`config.mk`:
```
export PLATFORM = sky130hd
export DESIGN_NAME = cnl_top
export DESIGN_NICKNAME = d
export VERILOG_FILES = /design/src/hdl/cnl_pkg.sv /design/src/hdl/cnl_top.sv
export SDC_FILE = /design/constraint.sdc
export NUM_CORES = 1
export LEC_CHECK = 0
export ABC_AREA = 1
export BUFFER_PORTS_ARGS = -buffer_cell sky130_fd_sc_hd__buf_2
export CORE_ASPECT_RATIO = 0.9
export CORE_MARGIN = 3
export CORE_UTILIZATION = 60
export DETAILED_ROUTE_END_ITERATION = 12
export PLACE_DENSITY = 0.95
export RECOVER_POWER = 100
export SLEW_MARGIN = 30
export SYNTH_ARGS = -nofsm -noshare
export SYNTH_HDL_FRONTEND = slang
export SYNTH_SLANG_ARGS = --single-unit
```
`constraint.sdc`:
```
create_clock -name sys_clk_i -period 5.7 [get_ports sys_clk_i]
set_clock_uncertainty 0.05 [all_clocks]
set_input_delay 0.855 -clock sys_clk_i [delete_from_list [all_inputs] [get_ports sys_clk_i]]
set_output_delay 0.855 -clock sys_clk_i [all_outputs]
set_load 0.01 [all_outputs]
```
`src/hdl/cnl_pkg.sv`:
```
package cnl_pkg;

	// ***************************************************************
	// clock and pattern timing
	// ***************************************************************
	localparam int unsigned CLK_FREQ_KHZ  = 250_000;
	localparam int unsigned LED_TICK_MS   = 50;
	localparam int unsigned FLASH_ON_MS   = 200;
	localparam int unsigned FLASH_LONG_MS = 1000;
	// ms times kHz gives cycles; 50 ms at 250 MHz is 12.5 million cycles
	localparam int unsigned LED_TICK_CYC  = LED_TICK_MS * CLK_FREQ_KHZ;
	localparam logic [6:0]  ON_TICKS      = 7'(FLASH_ON_MS / LED_TICK_MS);
	localparam logic [6:0]  LONG_TICKS    = 7'(FLASH_LONG_MS / LED_TICK_MS);

	// ***************************************************************
	// setting switches and stored configuration
	// ***************************************************************
	localparam logic [3:0] SW_DIGIT_MAX = 4'h9;
	localparam logic [3:0] SW_ZERO      = 4'h0;
	localparam logic [6:0] ID_TENS_MUL  = 7'h0a;
	localparam logic [6:0] CFG_ID_RST   = 7'h01;
	localparam logic [3:0] CFG_RATE_RST = 4'h5;

	// ***************************************************************
	// register map, byte addresses and field positions
	// ***************************************************************
	localparam logic [7:0] REG_CFG_OFS  = 8'h00;
	localparam logic [7:0] REG_EVT_OFS  = 8'h04;
	localparam logic [7:0] REG_SET_OFS  = 8'h08;
	localparam logic [7:0] REG_LED_OFS  = 8'h0c;
	localparam int unsigned F_ID_LSB    = 0;
	localparam int unsigned F_RATE_LSB  = 8;
	localparam int unsigned F_ID_SRC    = 12;
	localparam int unsigned F_RATE_SRC  = 13;
	localparam int unsigned F_DONE      = 14;
	localparam int unsigned F_ERRM_LSB  = 0;
	localparam int unsigned F_RUNM_LSB  = 4;
	localparam int unsigned F_ERR_LED   = 8;
	localparam int unsigned F_RUN_LED   = 9;
	localparam logic [1:0]  RESP_OKAY   = 2'b00;
	localparam logic [1:0]  RESP_SLVERR = 2'b10;

	// ***************************************************************
	// network management states as reported by the protocol stack
	// ***************************************************************
	localparam logic [1:0] NMT_INIT  = 2'h0;
	localparam logic [1:0] NMT_PREOP = 2'h1;
	localparam logic [1:0] NMT_OPER  = 2'h2;
	localparam logic [1:0] NMT_STOP  = 2'h3;

	typedef enum logic [2:0] {
		LM_OFF   = 3'b000,
		LM_ON    = 3'b001,
		LM_FLICK = 3'b010,
		LM_BLINK = 3'b011,
		LM_FL1   = 3'b100,
		LM_FL2   = 3'b101,
		LM_FL3   = 3'b110,
		LM_FL4   = 3'b111
	} cnl_led_mode_t;

	typedef enum logic {
		SMP_WAIT = 1'b0,
		SMP_DONE = 1'b1
	} cnl_smp_state_t;

	// bit rate in kbit/s for a rate code; zero for an unused code
	function automatic logic [10:0] cnl_rate_kbps(input logic [3:0] code);
		logic [10:0] r;
		r = 11'h000;
		unique case (code)
			4'h1: r = 11'd10;
			4'h2: r = 11'd20;
			4'h3: r = 11'd50;
			4'h4: r = 11'd100;
			4'h5: r = 11'd125;
			4'h6: r = 11'd250;
			4'h7: r = 11'd500;
			4'h8: r = 11'd800;
			4'h9: r = 11'd1000;
			default: r = 11'h000;
		endcase
		return r;
	endfunction

endpackage

```
`src/hdl/cnl_top.sv`:
```
// Notes on behaviour
// - left switch codes 1-9 select bit rate
// - rate switch zero uses stored rate, default 125k
// - two right switches give node id 1-99
// - id switches zero use stored id, default 1
// - stored id may reach 127
// - error LED dark without any error
// - setting services: both LEDs flicker, opposite phase
// - warning limit gives error LED single flash
// - guard or heartbeat event gives double flash
// - sync timeout gives error LED triple flash
// - bus off lights error LED steadily
// - pre-operational state blinks run LED
// - stopped state single-flashes run LED
// - operational state lights run LED steadily
// - flicker is 50 ms on, 50 ms off
// - blink is 200 ms on, 200 ms off
// - single flash: 200 ms on, 1000 ms off
// - multi flash: 200 ms flashes, gaps, long off
`timescale 1ns/10ps
`default_nettype none

module cnl_top
	import cnl_pkg::*;
#(
	parameter int unsigned TICK_CYCLES = LED_TICK_CYC
) (
	input  wire logic        sys_clk_i,
	input  wire logic        rst_i,
	// setting switches
	input  wire logic [3:0]  sw_rate_i,
	input  wire logic [3:0]  sw_id_tens_i,
	input  wire logic [3:0]  sw_id_units_i,
	// protocol and controller status
	input  wire logic        lss_busy_i,
	input  wire logic        warn_limit_i,
	input  wire logic        bus_off_i,
	input  wire logic        guard_evt_i,
	input  wire logic        hb_evt_i,
	input  wire logic        sync_err_i,
	input  wire logic [1:0]  nmt_state_i,
	// decoded settings and indicators
	output logic [6:0]       node_id_o,
	output logic [10:0]      rate_kbps_o,
	output logic             setting_done_o,
	output logic             err_led_o,
	output logic             run_led_o,
	// axi4-lite slave
	input  wire logic [7:0]  s_axi_awaddr,
	input  wire logic        s_axi_awvalid,
	output logic             s_axi_awready,
	input  wire logic [31:0] s_axi_wdata,
	input  wire logic [3:0]  s_axi_wstrb,
	input  wire logic        s_axi_wvalid,
	output logic             s_axi_wready,
	output logic [1:0]       s_axi_bresp,
	output logic             s_axi_bvalid,
	input  wire logic        s_axi_bready,
	input  wire logic [7:0]  s_axi_araddr,
	input  wire logic        s_axi_arvalid,
	output logic             s_axi_arready,
	output logic [31:0]      s_axi_rdata,
	output logic [1:0]       s_axi_rresp,
	output logic             s_axi_rvalid,
	input  wire logic        s_axi_rready
);

	// ***************************************************************
	// register bus slave
	// ***************************************************************
	logic           awready_q, wready_q, bvalid_q, arready_q, rvalid_q;
	logic [1:0]     bresp_q, rresp_q;
	logic [31:0]    rdata_q, wdata_q;
	logic [7:0]     awaddr_q;
	logic [3:0]     wstrb_q;
	logic [6:0]     cfg_id_q   = CFG_ID_RST;
	logic [3:0]     cfg_rate_q = CFG_RATE_RST;
	logic           evt_flag_q;
	logic [6:0]     node_id_q;
	logic [3:0]     rate_code_q;
	logic           id_src_q, rate_src_q;
	cnl_smp_state_t smp_q;
	cnl_led_mode_t  mode_d [2];
	cnl_led_mode_t  mode_q [2];
	logic           led_q  [2];

	wire aw_take = s_axi_awvalid && awready_q;
	wire w_take  = s_axi_wvalid && wready_q;
	wire ar_take = s_axi_arvalid && arready_q;
	// both halves held and no response pending: the write acts now
	wire wr_go   = !awready_q && !wready_q && !bvalid_q;
	wire b_done  = bvalid_q && s_axi_bready;
	wire r_done  = rvalid_q && s_axi_rready;

	wire wr_cfg  = wr_go && (awaddr_q == REG_CFG_OFS);
	wire wr_evt  = wr_go && (awaddr_q == REG_EVT_OFS);
	wire wr_hit  = wr_cfg || wr_evt;

	wire [31:0] rd_cfg = 32'({cfg_rate_q, 1'b0, cfg_id_q} << F_ID_LSB);
	wire [31:0] rd_evt = {31'h0000_0000, evt_flag_q};
	wire [31:0] rd_set = 32'({smp_q == SMP_DONE, rate_src_q, id_src_q, rate_code_q,
	                          1'b0, node_id_q} << F_ID_LSB);
	wire [31:0] rd_led = 32'({led_q[1], led_q[0], 1'b0, mode_q[1], 1'b0, mode_q[0]}
	                         << F_ERRM_LSB);
	wire        rd_hit = (s_axi_araddr == REG_CFG_OFS) || (s_axi_araddr == REG_EVT_OFS)
	                  || (s_axi_araddr == REG_SET_OFS) || (s_axi_araddr == REG_LED_OFS);
	wire [31:0] rd_mux = (s_axi_araddr == REG_CFG_OFS) ? rd_cfg :
	                     (s_axi_araddr == REG_EVT_OFS) ? rd_evt :
	                     (s_axi_araddr == REG_SET_OFS) ? rd_set :
	                     (s_axi_araddr == REG_LED_OFS) ? rd_led : 32'h0000_0000;

	// write channels: each half is taken alone, released after the response
	always_ff @(posedge sys_clk_i or posedge rst_i) begin
		if (rst_i) begin
			awready_q <= 1'b1;
			wready_q  <= 1'b1;
			bvalid_q  <= 1'b0;
			bresp_q   <= RESP_OKAY;
			awaddr_q  <= 8'h00;
			wdata_q   <= 32'h0000_0000;
			wstrb_q   <= 4'h0;
		end else begin
			if (aw_take) begin
				awready_q <= 1'b0;
				awaddr_q  <= s_axi_awaddr;
			end
			if (w_take) begin
				wready_q <= 1'b0;
				wdata_q  <= s_axi_wdata;
				wstrb_q  <= s_axi_wstrb;
			end
			if (wr_go) begin
				bvalid_q <= 1'b1;
				bresp_q  <= wr_hit ? RESP_OKAY : RESP_SLVERR;
			end
			if (b_done) begin
				bvalid_q  <= 1'b0;
				awready_q <= 1'b1;
				wready_q  <= 1'b1;
			end
		end
	end

	// read channel: data registered at the address handshake
	always_ff @(posedge sys_clk_i or posedge rst_i) begin
		if (rst_i) begin
			arready_q <= 1'b1;
			rvalid_q  <= 1'b0;
			rdata_q   <= 32'h0000_0000;
			rresp_q   <= RESP_OKAY;
		end else if (ar_take) begin
			arready_q <= 1'b0;
			rvalid_q  <= 1'b1;
			rdata_q   <= rd_mux;
			rresp_q   <= rd_hit ? RESP_OKAY : RESP_SLVERR;
		end else if (r_done) begin
			arready_q <= 1'b1;
			rvalid_q  <= 1'b0;
		end
	end

	// ***************************************************************
	// stored configuration and error-control event flag
	// ***************************************************************
	wire evt_set = guard_evt_i || hb_evt_i;
	wire evt_clr = wr_evt && wstrb_q[0] && wdata_q[0];

	// stored values stand for the non-volatile copy, so rst_i leaves them
	// alone: a value written here reaches the decode at the next reset;
	// the declarations give the factory defaults, all 7 id bits are kept
	always_ff @(posedge sys_clk_i) begin
		if (wr_cfg) begin
			if (wstrb_q[0]) cfg_id_q   <= wdata_q[F_ID_LSB +: 7];
			if (wstrb_q[1]) cfg_rate_q <= wdata_q[F_RATE_LSB +: 4];
		end
	end

	// sticky event, write one to clear; a new event beats the clear
	always_ff @(posedge sys_clk_i or posedge rst_i) begin
		if (rst_i) evt_flag_q <= 1'b0;
		else       evt_flag_q <= evt_set || (evt_flag_q && !evt_clr);
	end

	// ***************************************************************
	// setting switch decode, taken once after reset
	// ***************************************************************
	wire       tens_ok  = sw_id_tens_i <= SW_DIGIT_MAX;
	wire       units_ok = sw_id_units_i <= SW_DIGIT_MAX;
	wire [6:0] sw_id    = 7'(sw_id_tens_i * ID_TENS_MUL) + {3'b000, sw_id_units_i};
	// an out-of-range digit is treated like all-zero switches, so a bad switch
	// takes the stored id, which may reach 127
	wire       id_store   = !tens_ok || !units_ok || (sw_id == 7'h00);
	wire       rate_store = (sw_rate_i == SW_ZERO) || (sw_rate_i > SW_DIGIT_MAX);

	always_ff @(posedge sys_clk_i or posedge rst_i) begin
		if (rst_i) begin
			smp_q       <= SMP_WAIT;
			node_id_q   <= 7'h00;
			rate_code_q <= 4'h0;
			id_src_q    <= 1'b0;
			rate_src_q  <= 1'b0;
		end else if (smp_q == SMP_WAIT) begin
			smp_q       <= SMP_DONE;
			node_id_q   <= id_store ? cfg_id_q : sw_id;
			rate_code_q <= rate_store ? cfg_rate_q : sw_rate_i;
			id_src_q    <= id_store;
			rate_src_q  <= rate_store;
		end
	end

	// ***************************************************************
	// pattern time base
	// ***************************************************************
	logic [23:0] tick_cnt_q;
	logic        tick_q, flick_q;
	wire         tick_wrap = tick_cnt_q == 24'(TICK_CYCLES - 1);

	// one tick per 50 ms; flicker phase toggles on every tick
	always_ff @(posedge sys_clk_i or posedge rst_i) begin
		if (rst_i) begin
			tick_cnt_q <= 24'h00_0000;
			tick_q     <= 1'b0;
			flick_q    <= 1'b0;
		end else begin
			tick_cnt_q <= tick_wrap ? 24'h00_0000 : tick_cnt_q + 24'h00_0001;
			tick_q     <= tick_wrap;
			if (tick_q) flick_q <= !flick_q;
		end
	end

	// ***************************************************************
	// indicator mode selection
	// ***************************************************************
	// error LED, most severe first; setting services override all
	assign mode_d[0] = lss_busy_i  ? LM_FLICK :
	                   bus_off_i   ? LM_ON    :
	                   sync_err_i  ? LM_FL3   :
	                   evt_flag_q  ? LM_FL2   :
	                   warn_limit_i ? LM_FL1  :
	                   LM_OFF;
	// run LED from the network-management state
	assign mode_d[1] = lss_busy_i                ? LM_FLICK :
	                   (nmt_state_i == NMT_PREOP) ? LM_BLINK :
	                   (nmt_state_i == NMT_STOP)  ? LM_FL1   :
	                   (nmt_state_i == NMT_OPER)  ? LM_ON    :
	                   LM_OFF;

	// ***************************************************************
	// pattern generator, one per LED
	// ***************************************************************
	logic [6:0] step_q [2];
	for (genvar g = 0; g < 2; g++) begin : g_led
		wire       flash    = mode_q[g][2];
		// flash count n gives 2n-1 lit-or-gap slots before the long off
		wire [6:0] lit_len  = 7'({mode_q[g][1:0], 1'b1} * ON_TICKS);
		wire [6:0] frame    = flash ? lit_len + LONG_TICKS : ON_TICKS + ON_TICKS;
		wire [6:0] slot     = step_q[g] / ON_TICKS;
		wire       step_end = step_q[g] == frame - 7'h01;
		wire       flash_on = (step_q[g] < lit_len) && !slot[0];
		wire       ph       = (g == 0) ? flick_q : !flick_q;
		wire       led_d    = (mode_q[g] == LM_ON)    ? 1'b1 :
		                      (mode_q[g] == LM_FLICK) ? ph :
		                      (mode_q[g] == LM_BLINK) ? !slot[0] :
		                      flash ? flash_on : 1'b0;

		// a mode change restarts a blink or flash pattern at its first lit phase
		always_ff @(posedge sys_clk_i or posedge rst_i) begin
			if (rst_i) begin
				mode_q[g] <= LM_OFF;
				step_q[g] <= 7'h00;
				led_q[g]  <= 1'b0;
			end else begin
				mode_q[g] <= mode_d[g];
				led_q[g]  <= led_d;
				if (mode_q[g] != mode_d[g])      step_q[g] <= 7'h00;
				else if (tick_q && step_end)     step_q[g] <= 7'h00;
				else if (tick_q)                 step_q[g] <= step_q[g] + 7'h01;
			end
		end
	end

	// ***************************************************************
	// outputs
	// ***************************************************************
	assign s_axi_awready  = awready_q;
	assign s_axi_wready   = wready_q;
	assign s_axi_bvalid   = bvalid_q;
	assign s_axi_bresp    = bresp_q;
	assign s_axi_arready  = arready_q;
	assign s_axi_rvalid   = rvalid_q;
	assign s_axi_rdata    = rdata_q;
	assign s_axi_rresp    = rresp_q;
	assign err_led_o      = led_q[0];
	assign run_led_o      = led_q[1];
	assign node_id_o      = node_id_q;
	assign setting_done_o = smp_q == SMP_DONE;

	logic [10:0] rate_kbps_q;
	// registered so the output pin comes straight from a flip-flop
	always_ff @(posedge sys_clk_i or posedge rst_i) begin
		if (rst_i) rate_kbps_q <= 11'h000;
		else       rate_kbps_q <= cnl_rate_kbps(rate_code_q);
	end
	assign rate_kbps_o = rate_kbps_q;
endmodule // cnl_top

`default_nettype wire

```
Yosys cells after proc, flatten, opt, wreduce, memory -nomap -nowiden:

Memory sizes are Yosys's and may differ from the RTL's. A register that Yosys moved wholly into a read port is not among the register bits.
Index checks and enable logic that the tools add are counted.

* register bits after elaboration: 148
* bits in read-only memories: 160
* input bits: 79
* output and inout bits: 62
* word-level logic and storage cells: 152
* memories kept: 1

Memories
* (no name shown): depth 16, bits a word 10, read ports 1, clocked after Yosys merged registers in 1, write ports 0, line cnl_pkg.sv:71 `unique case (code)`

* add/subtract/negate cells: 8
* multipliers: 1
* $lt $le $gt $ge: 5
* equality and inequality tests: 18
* muxes and demuxes: 44
* reductions and logical operators: 46

Operator list (count)
* $mux W7: 7
* $mux W15: 3
* $add A24 B1 Y24 const B: 1
* $eq A24 B24 Y1 const B: 1
* $mux W24: 1
* $mux W3: 8
* $mux W1: 19
* $eq A8 B3 Y1 const B: 2
* $eq A8 B4 Y1 const B: 2
* $logic_and A1 B1 Y1: 16
* $logic_not A8 Y1: 2
* $add A7 B1 Y7 const B: 2
* $eq A7 B7 Y1: 2
* $lt A7 B5 Y1: 2
* $sub A6 B1 Y7 const B: 2
* $add A5 B5 Y6 const B: 2
* $eq A3 B2 Y1 const B: 4
* $mux W6: 2
* $mux W10: 1
* $logic_not A1 Y1: 9
* $logic_or A1 B1 Y1: 9
* $le A4 B4 Y1 const B: 2
* $reduce_bool A2 Y1: 4
* $add A7 B4 Y7: 1
* other kinds (12): 18

Logic depth before layout (Yosys ltp):

* word-level depth: 9
* mapped depth: 13
* depth with buffers taken out: 13

Worst setup path after synthesis:

No wires, ideal clock.

* path type: input to register
* from: input port sw_id_tens_i[1]
* to: register node_id_q[0] (netlist: node_id_o[0])
* arrival time: 2514 ps
* required time: 5532 ps
* setup slack: 3018 ps
* stages on the path: 12
* path through: ha_1 ha_1 inv_1 fa_1 nor2_2 nand3_1 nand3_1 nand2_1 nand2_1 nand3_1 nand3_1 nand2_1

* cells in the longest elaborated chain, start to end: 5
* elaborated cells between the ends (all ways): 8
* classes of those cells: add/sub: 1; mul: 1; order compare: 1; mux: 1; reduce/logical: 4

Ends and longest elaborated chain
* start, declared: line cnl_top.sv:32 `input wire logic [3:0] sw_id_tens_i,`
* $mul A4 B3 Y6 / $le A4 B4 Y1 (equally long branches): line cnl_top.sv:189, cnl_top.sv:187
* $add A7 B4 Y7 / $logic_not A1 Y1 (equally long branches): line cnl_top.sv:189, cnl_top.sv:192
* $logic_not A7 Y1 / $logic_or A1 B1 Y1 (equally long branches): line cnl_top.sv:192 `wire id_store = !tens_ok || !units_ok || (sw_id == 7'h00);`
* $logic_or A1 B1 Y1 (*): line cnl_top.sv:192
* $mux W7 (*): line cnl_top.sv:204 `node_id_q <= id_store ? cfg_id_q : sw_id;`
* end signal, assigned: line cnl_top.sv:204
* end, declared: line cnl_top.sv:79 `logic [6:0] node_id_q;`

Mark *: on every way between the ends. The rest lies on a longest branch, timed or not.
A chain may end at the register's enable or synchronous reset.

==> impl_metrics.ini <==
[final_layout]
area_growth_pct = 14.4
finalNetCount = 996
final_cells = 1051
num-fill-cells = 850
drive_above_1_share = 0.123
num_antenna_cells = 0

[placed_design]
gp_congestion = 0.966
dp.cells = 1019
portBuffers = 96
dpl.hpwl_um = 11600

[timing]
fin_crit_ns = 3.41
rsz0062_at_grt = false
finalCritPeriodShare = 0.599
max_freq_mhz = 293
finalSetupTns_ns = 0
setup_violations = 0
hold_viol = 0
tightest_slew_ns = 2.34
report.final.slew_viol_count = 55
whs_ns = 0.396
slew_headroom = -0.565

[logic_synthesis]
async_reset_ff_frac = 0.913
ys_seq_area_frac = 0.469
yosysUniqueCellTypes = 49
synth_area_um2 = 6850
syn_avg_cell_area_um2 = 8.72
syn_inst = 785
synth_edf_count = 11
synth-seq-cells = 126
yosys_warnings = 0
ys.flop_type = dfrtp_1

[detailed_routing]
postRouteAntennaNets = 0
dr.first_iter.drc_count = 423
via_per_inst = 5.55
firstDrtPassIters = 5
routed_wl_um = 16300
drc = 0
wire_per_inst_um = 15.5
vias = 5830

[power]
peakVddDrop_uv = 393
p_per_area_nw_per_um2 = 347
total_power_uw = 2720
leakage_uw = 0.00375

[floorplan]
fp-row-count = 36
fp.dieH_um = 107
coreArea_um2 = 11000
ioPinCount = 141
die_area_um2 = 12700
die_w_um = 119
initial_core_util = 0.623

[worst_hold_path]
worstHoldPathType = flip-flop to flip-flop

[setup_path]
path_cells = buf_2 > clkinvlp_2 > clkbuf_2
arrival_ns = 3.62
start_kind = input pin
slowest_delay_ns = 1.32
critPathKind = input pin to async pin
crit_slowest_cell = clkinvlp_2
crit_path_max_fanout = 62
crit_family = buffers and inverters
crit_buf_inv = 3
required_ns = 5.91
cp-end-kind = async pin

[global_routing]
antenna_found_initial = 0
grt_usage = 0.263
grt_max_degree = 63
grt_pass1_vias = 5599
grt_overflow = 0
grt_pass1_wl_um = 26800

[status]
outcome = complete, but fails checks
violations = max-capacitance violations, max-slew violations

[clock_tree]
post_cts_resized = 0
cts_max_level = 4
clock_latency_ns = 0.41
postCtsSetupRepairBufs = 0
postCtsHoldBufs = 0
cts_tree = yes
numCtsBuffers = 17
clkTransAtPathRegs_ns = 0.06
clock-root-buffer = clkbuf_16
cts_num_sinks = 126
clk_path_buf_depth = 2

[flow_run]
maxCapViolations = 2
metal layers:
layer,share of wire,up-vias,global-route usage
met4,0.017,0,0.0744
met3,0.096,39,0.0883
li1,-,2731,-
met5,0,-,0
met1,0.42,2764,0.344
met2,0.47,296,0.422
cell families (layout without fill, tap and decap cells):
family,Yosys count,in the layout,synth area share
compound gates,87,87,0.0707
xor+xnor,39,39,0.0510
fa+ha+maj,31,31,0.0589
buf+inv,142,236,0.0916
flops,126,126,0.469
mux,16,16,0.0263
other cells,2,22,0.00110
simple gates,342,342,0.231
cell type report:
class	count	area, um2	share of cell area
Sequential cell	126	3210	0.410
Multi-Input combinational cell	537	3010	0.384
Clock buffer	18	429	0.0548
Timing Repair Buffer	97	429	0.0548
Inverter	107	403	0.0515
Tap cell	152	190	0.0243
Clock inverter	14	159	0.0203
placed cells by master, fill, tap and decap left out, types with 4 or more instances in the layout:
cell / n
o21ai_0: 33
nor3_1: 17
clkinv_4: 4
nand4_1: 17
conb_1: 22
xor2_1: 30
inv_1: 100
nor2_1: 78
ha_1: 29
xnor2_1: 8
nor4_1: 7
inv_6: 5
a31oi_1: 7
nand3_1: 71
dfrtp_1: 112
buf_2: 51
edfxtp_1: 11
clkbuf_16: 17
a21oi_1: 34
clkbuf_1: 46
nand2_1: 138
mux2_2: 16
Yosys cell counts, types with 4 or more instances:
| master | number | area [um2] |
|---|---|---|
| nand4_1 | 16 | 100 |
| nor4_1 | 5 | 31.3 |
| nor2_2 | 4 | 25.0 |
| buf_2 | 6 | 30.0 |
| nand2_1 | 136 | 510 |
| inv_1 | 100 | 375 |
| a21oi_1 | 33 | 165 |
| o21ai_1 | 4 | 20.0 |
| nand3_1 | 70 | 350 |
| ha_1 | 29 | 363 |
| dfrtp_1 | 112 | 2800 |
| o21ai_0 | 28 | 140 |
| nor3_1 | 15 | 75.1 |
| a31oi_1 | 7 | 43.8 |
| mux2_2 | 16 | 180 |
| xnor2_1 | 8 | 70.1 |
| xor2_1 | 30 | 263 |
| buf_4 | 23 | 173 |
| inv_2 | 6 | 22.5 |
| edfxtp_1 | 11 | 330 |
| nor2_1 | 74 | 278 |
| clkbuf_1 | 6 | 22.5 |
flip-flops by register name, indices dropped and copies added, names as in the netlist, 2 cells and up:
name,flops
step_q,14
wdata_q,11
cfg_id_q,7
cfg_rate_q,4
node_id_o,7
rate_kbps_o,10
g_led.flash,2
wstrb_q,2
rate_code_q,4
awaddr_q,8
tick_cnt_q,24
mode_q,4
s_axi_rdata,14
path summary, 6_finish.rpt:
path / slack (ns) / endpoint / cells after the start / start
setup / recovery: 2.29 / rate_kbps_o[8]$_DFF_PP0_ / 3 / rst_i
hold / removal: 0.40 / cfg_id_q[3]$_DFFE_PP_ / 0 / wdata_q[3]$_DFFE_PP0P_
setup reg to reg: 3.20 / step_q[10]$_DFFE_PP0P_ / 9 / mode_q[3]$_DFF_PP0_
hold reg to reg: 0.40 / cfg_id_q[3]$_DFFE_PP_ / 0 / wdata_q[3]$_DFFE_PP0P_
max in group sys_clk_i: 2.94 / node_id_o[5]$_DFFE_PP0N_ / 13 / sw_id_tens_i[1]
min in group asynchronous: 1.02 / awaddr_q[7]$_DFFE_PP0P_ / 2 / rst_i
per-stage QoR:
step / utilization / instance area (um2) / worst slack [ns]
final: 0.712 / 7830 / 2.29
after global routing: 0.712 / 7830 / 1.74
after CTS: 0.725 / 7960 / 3.04
after detailed placement: 0.671 / 7380 / 2.65
after global placement: 0.671 / 7380 / 2.72
after floorplan: - / 6920 / 1.76
power by group:
group	total (uW)	switching (uW)	internal, uW
Combinational	463	281	182
Sequential	1170	99.9	1070
Clock	1080	425	652
No activity file was read; power rests on OpenSTA's default activity.
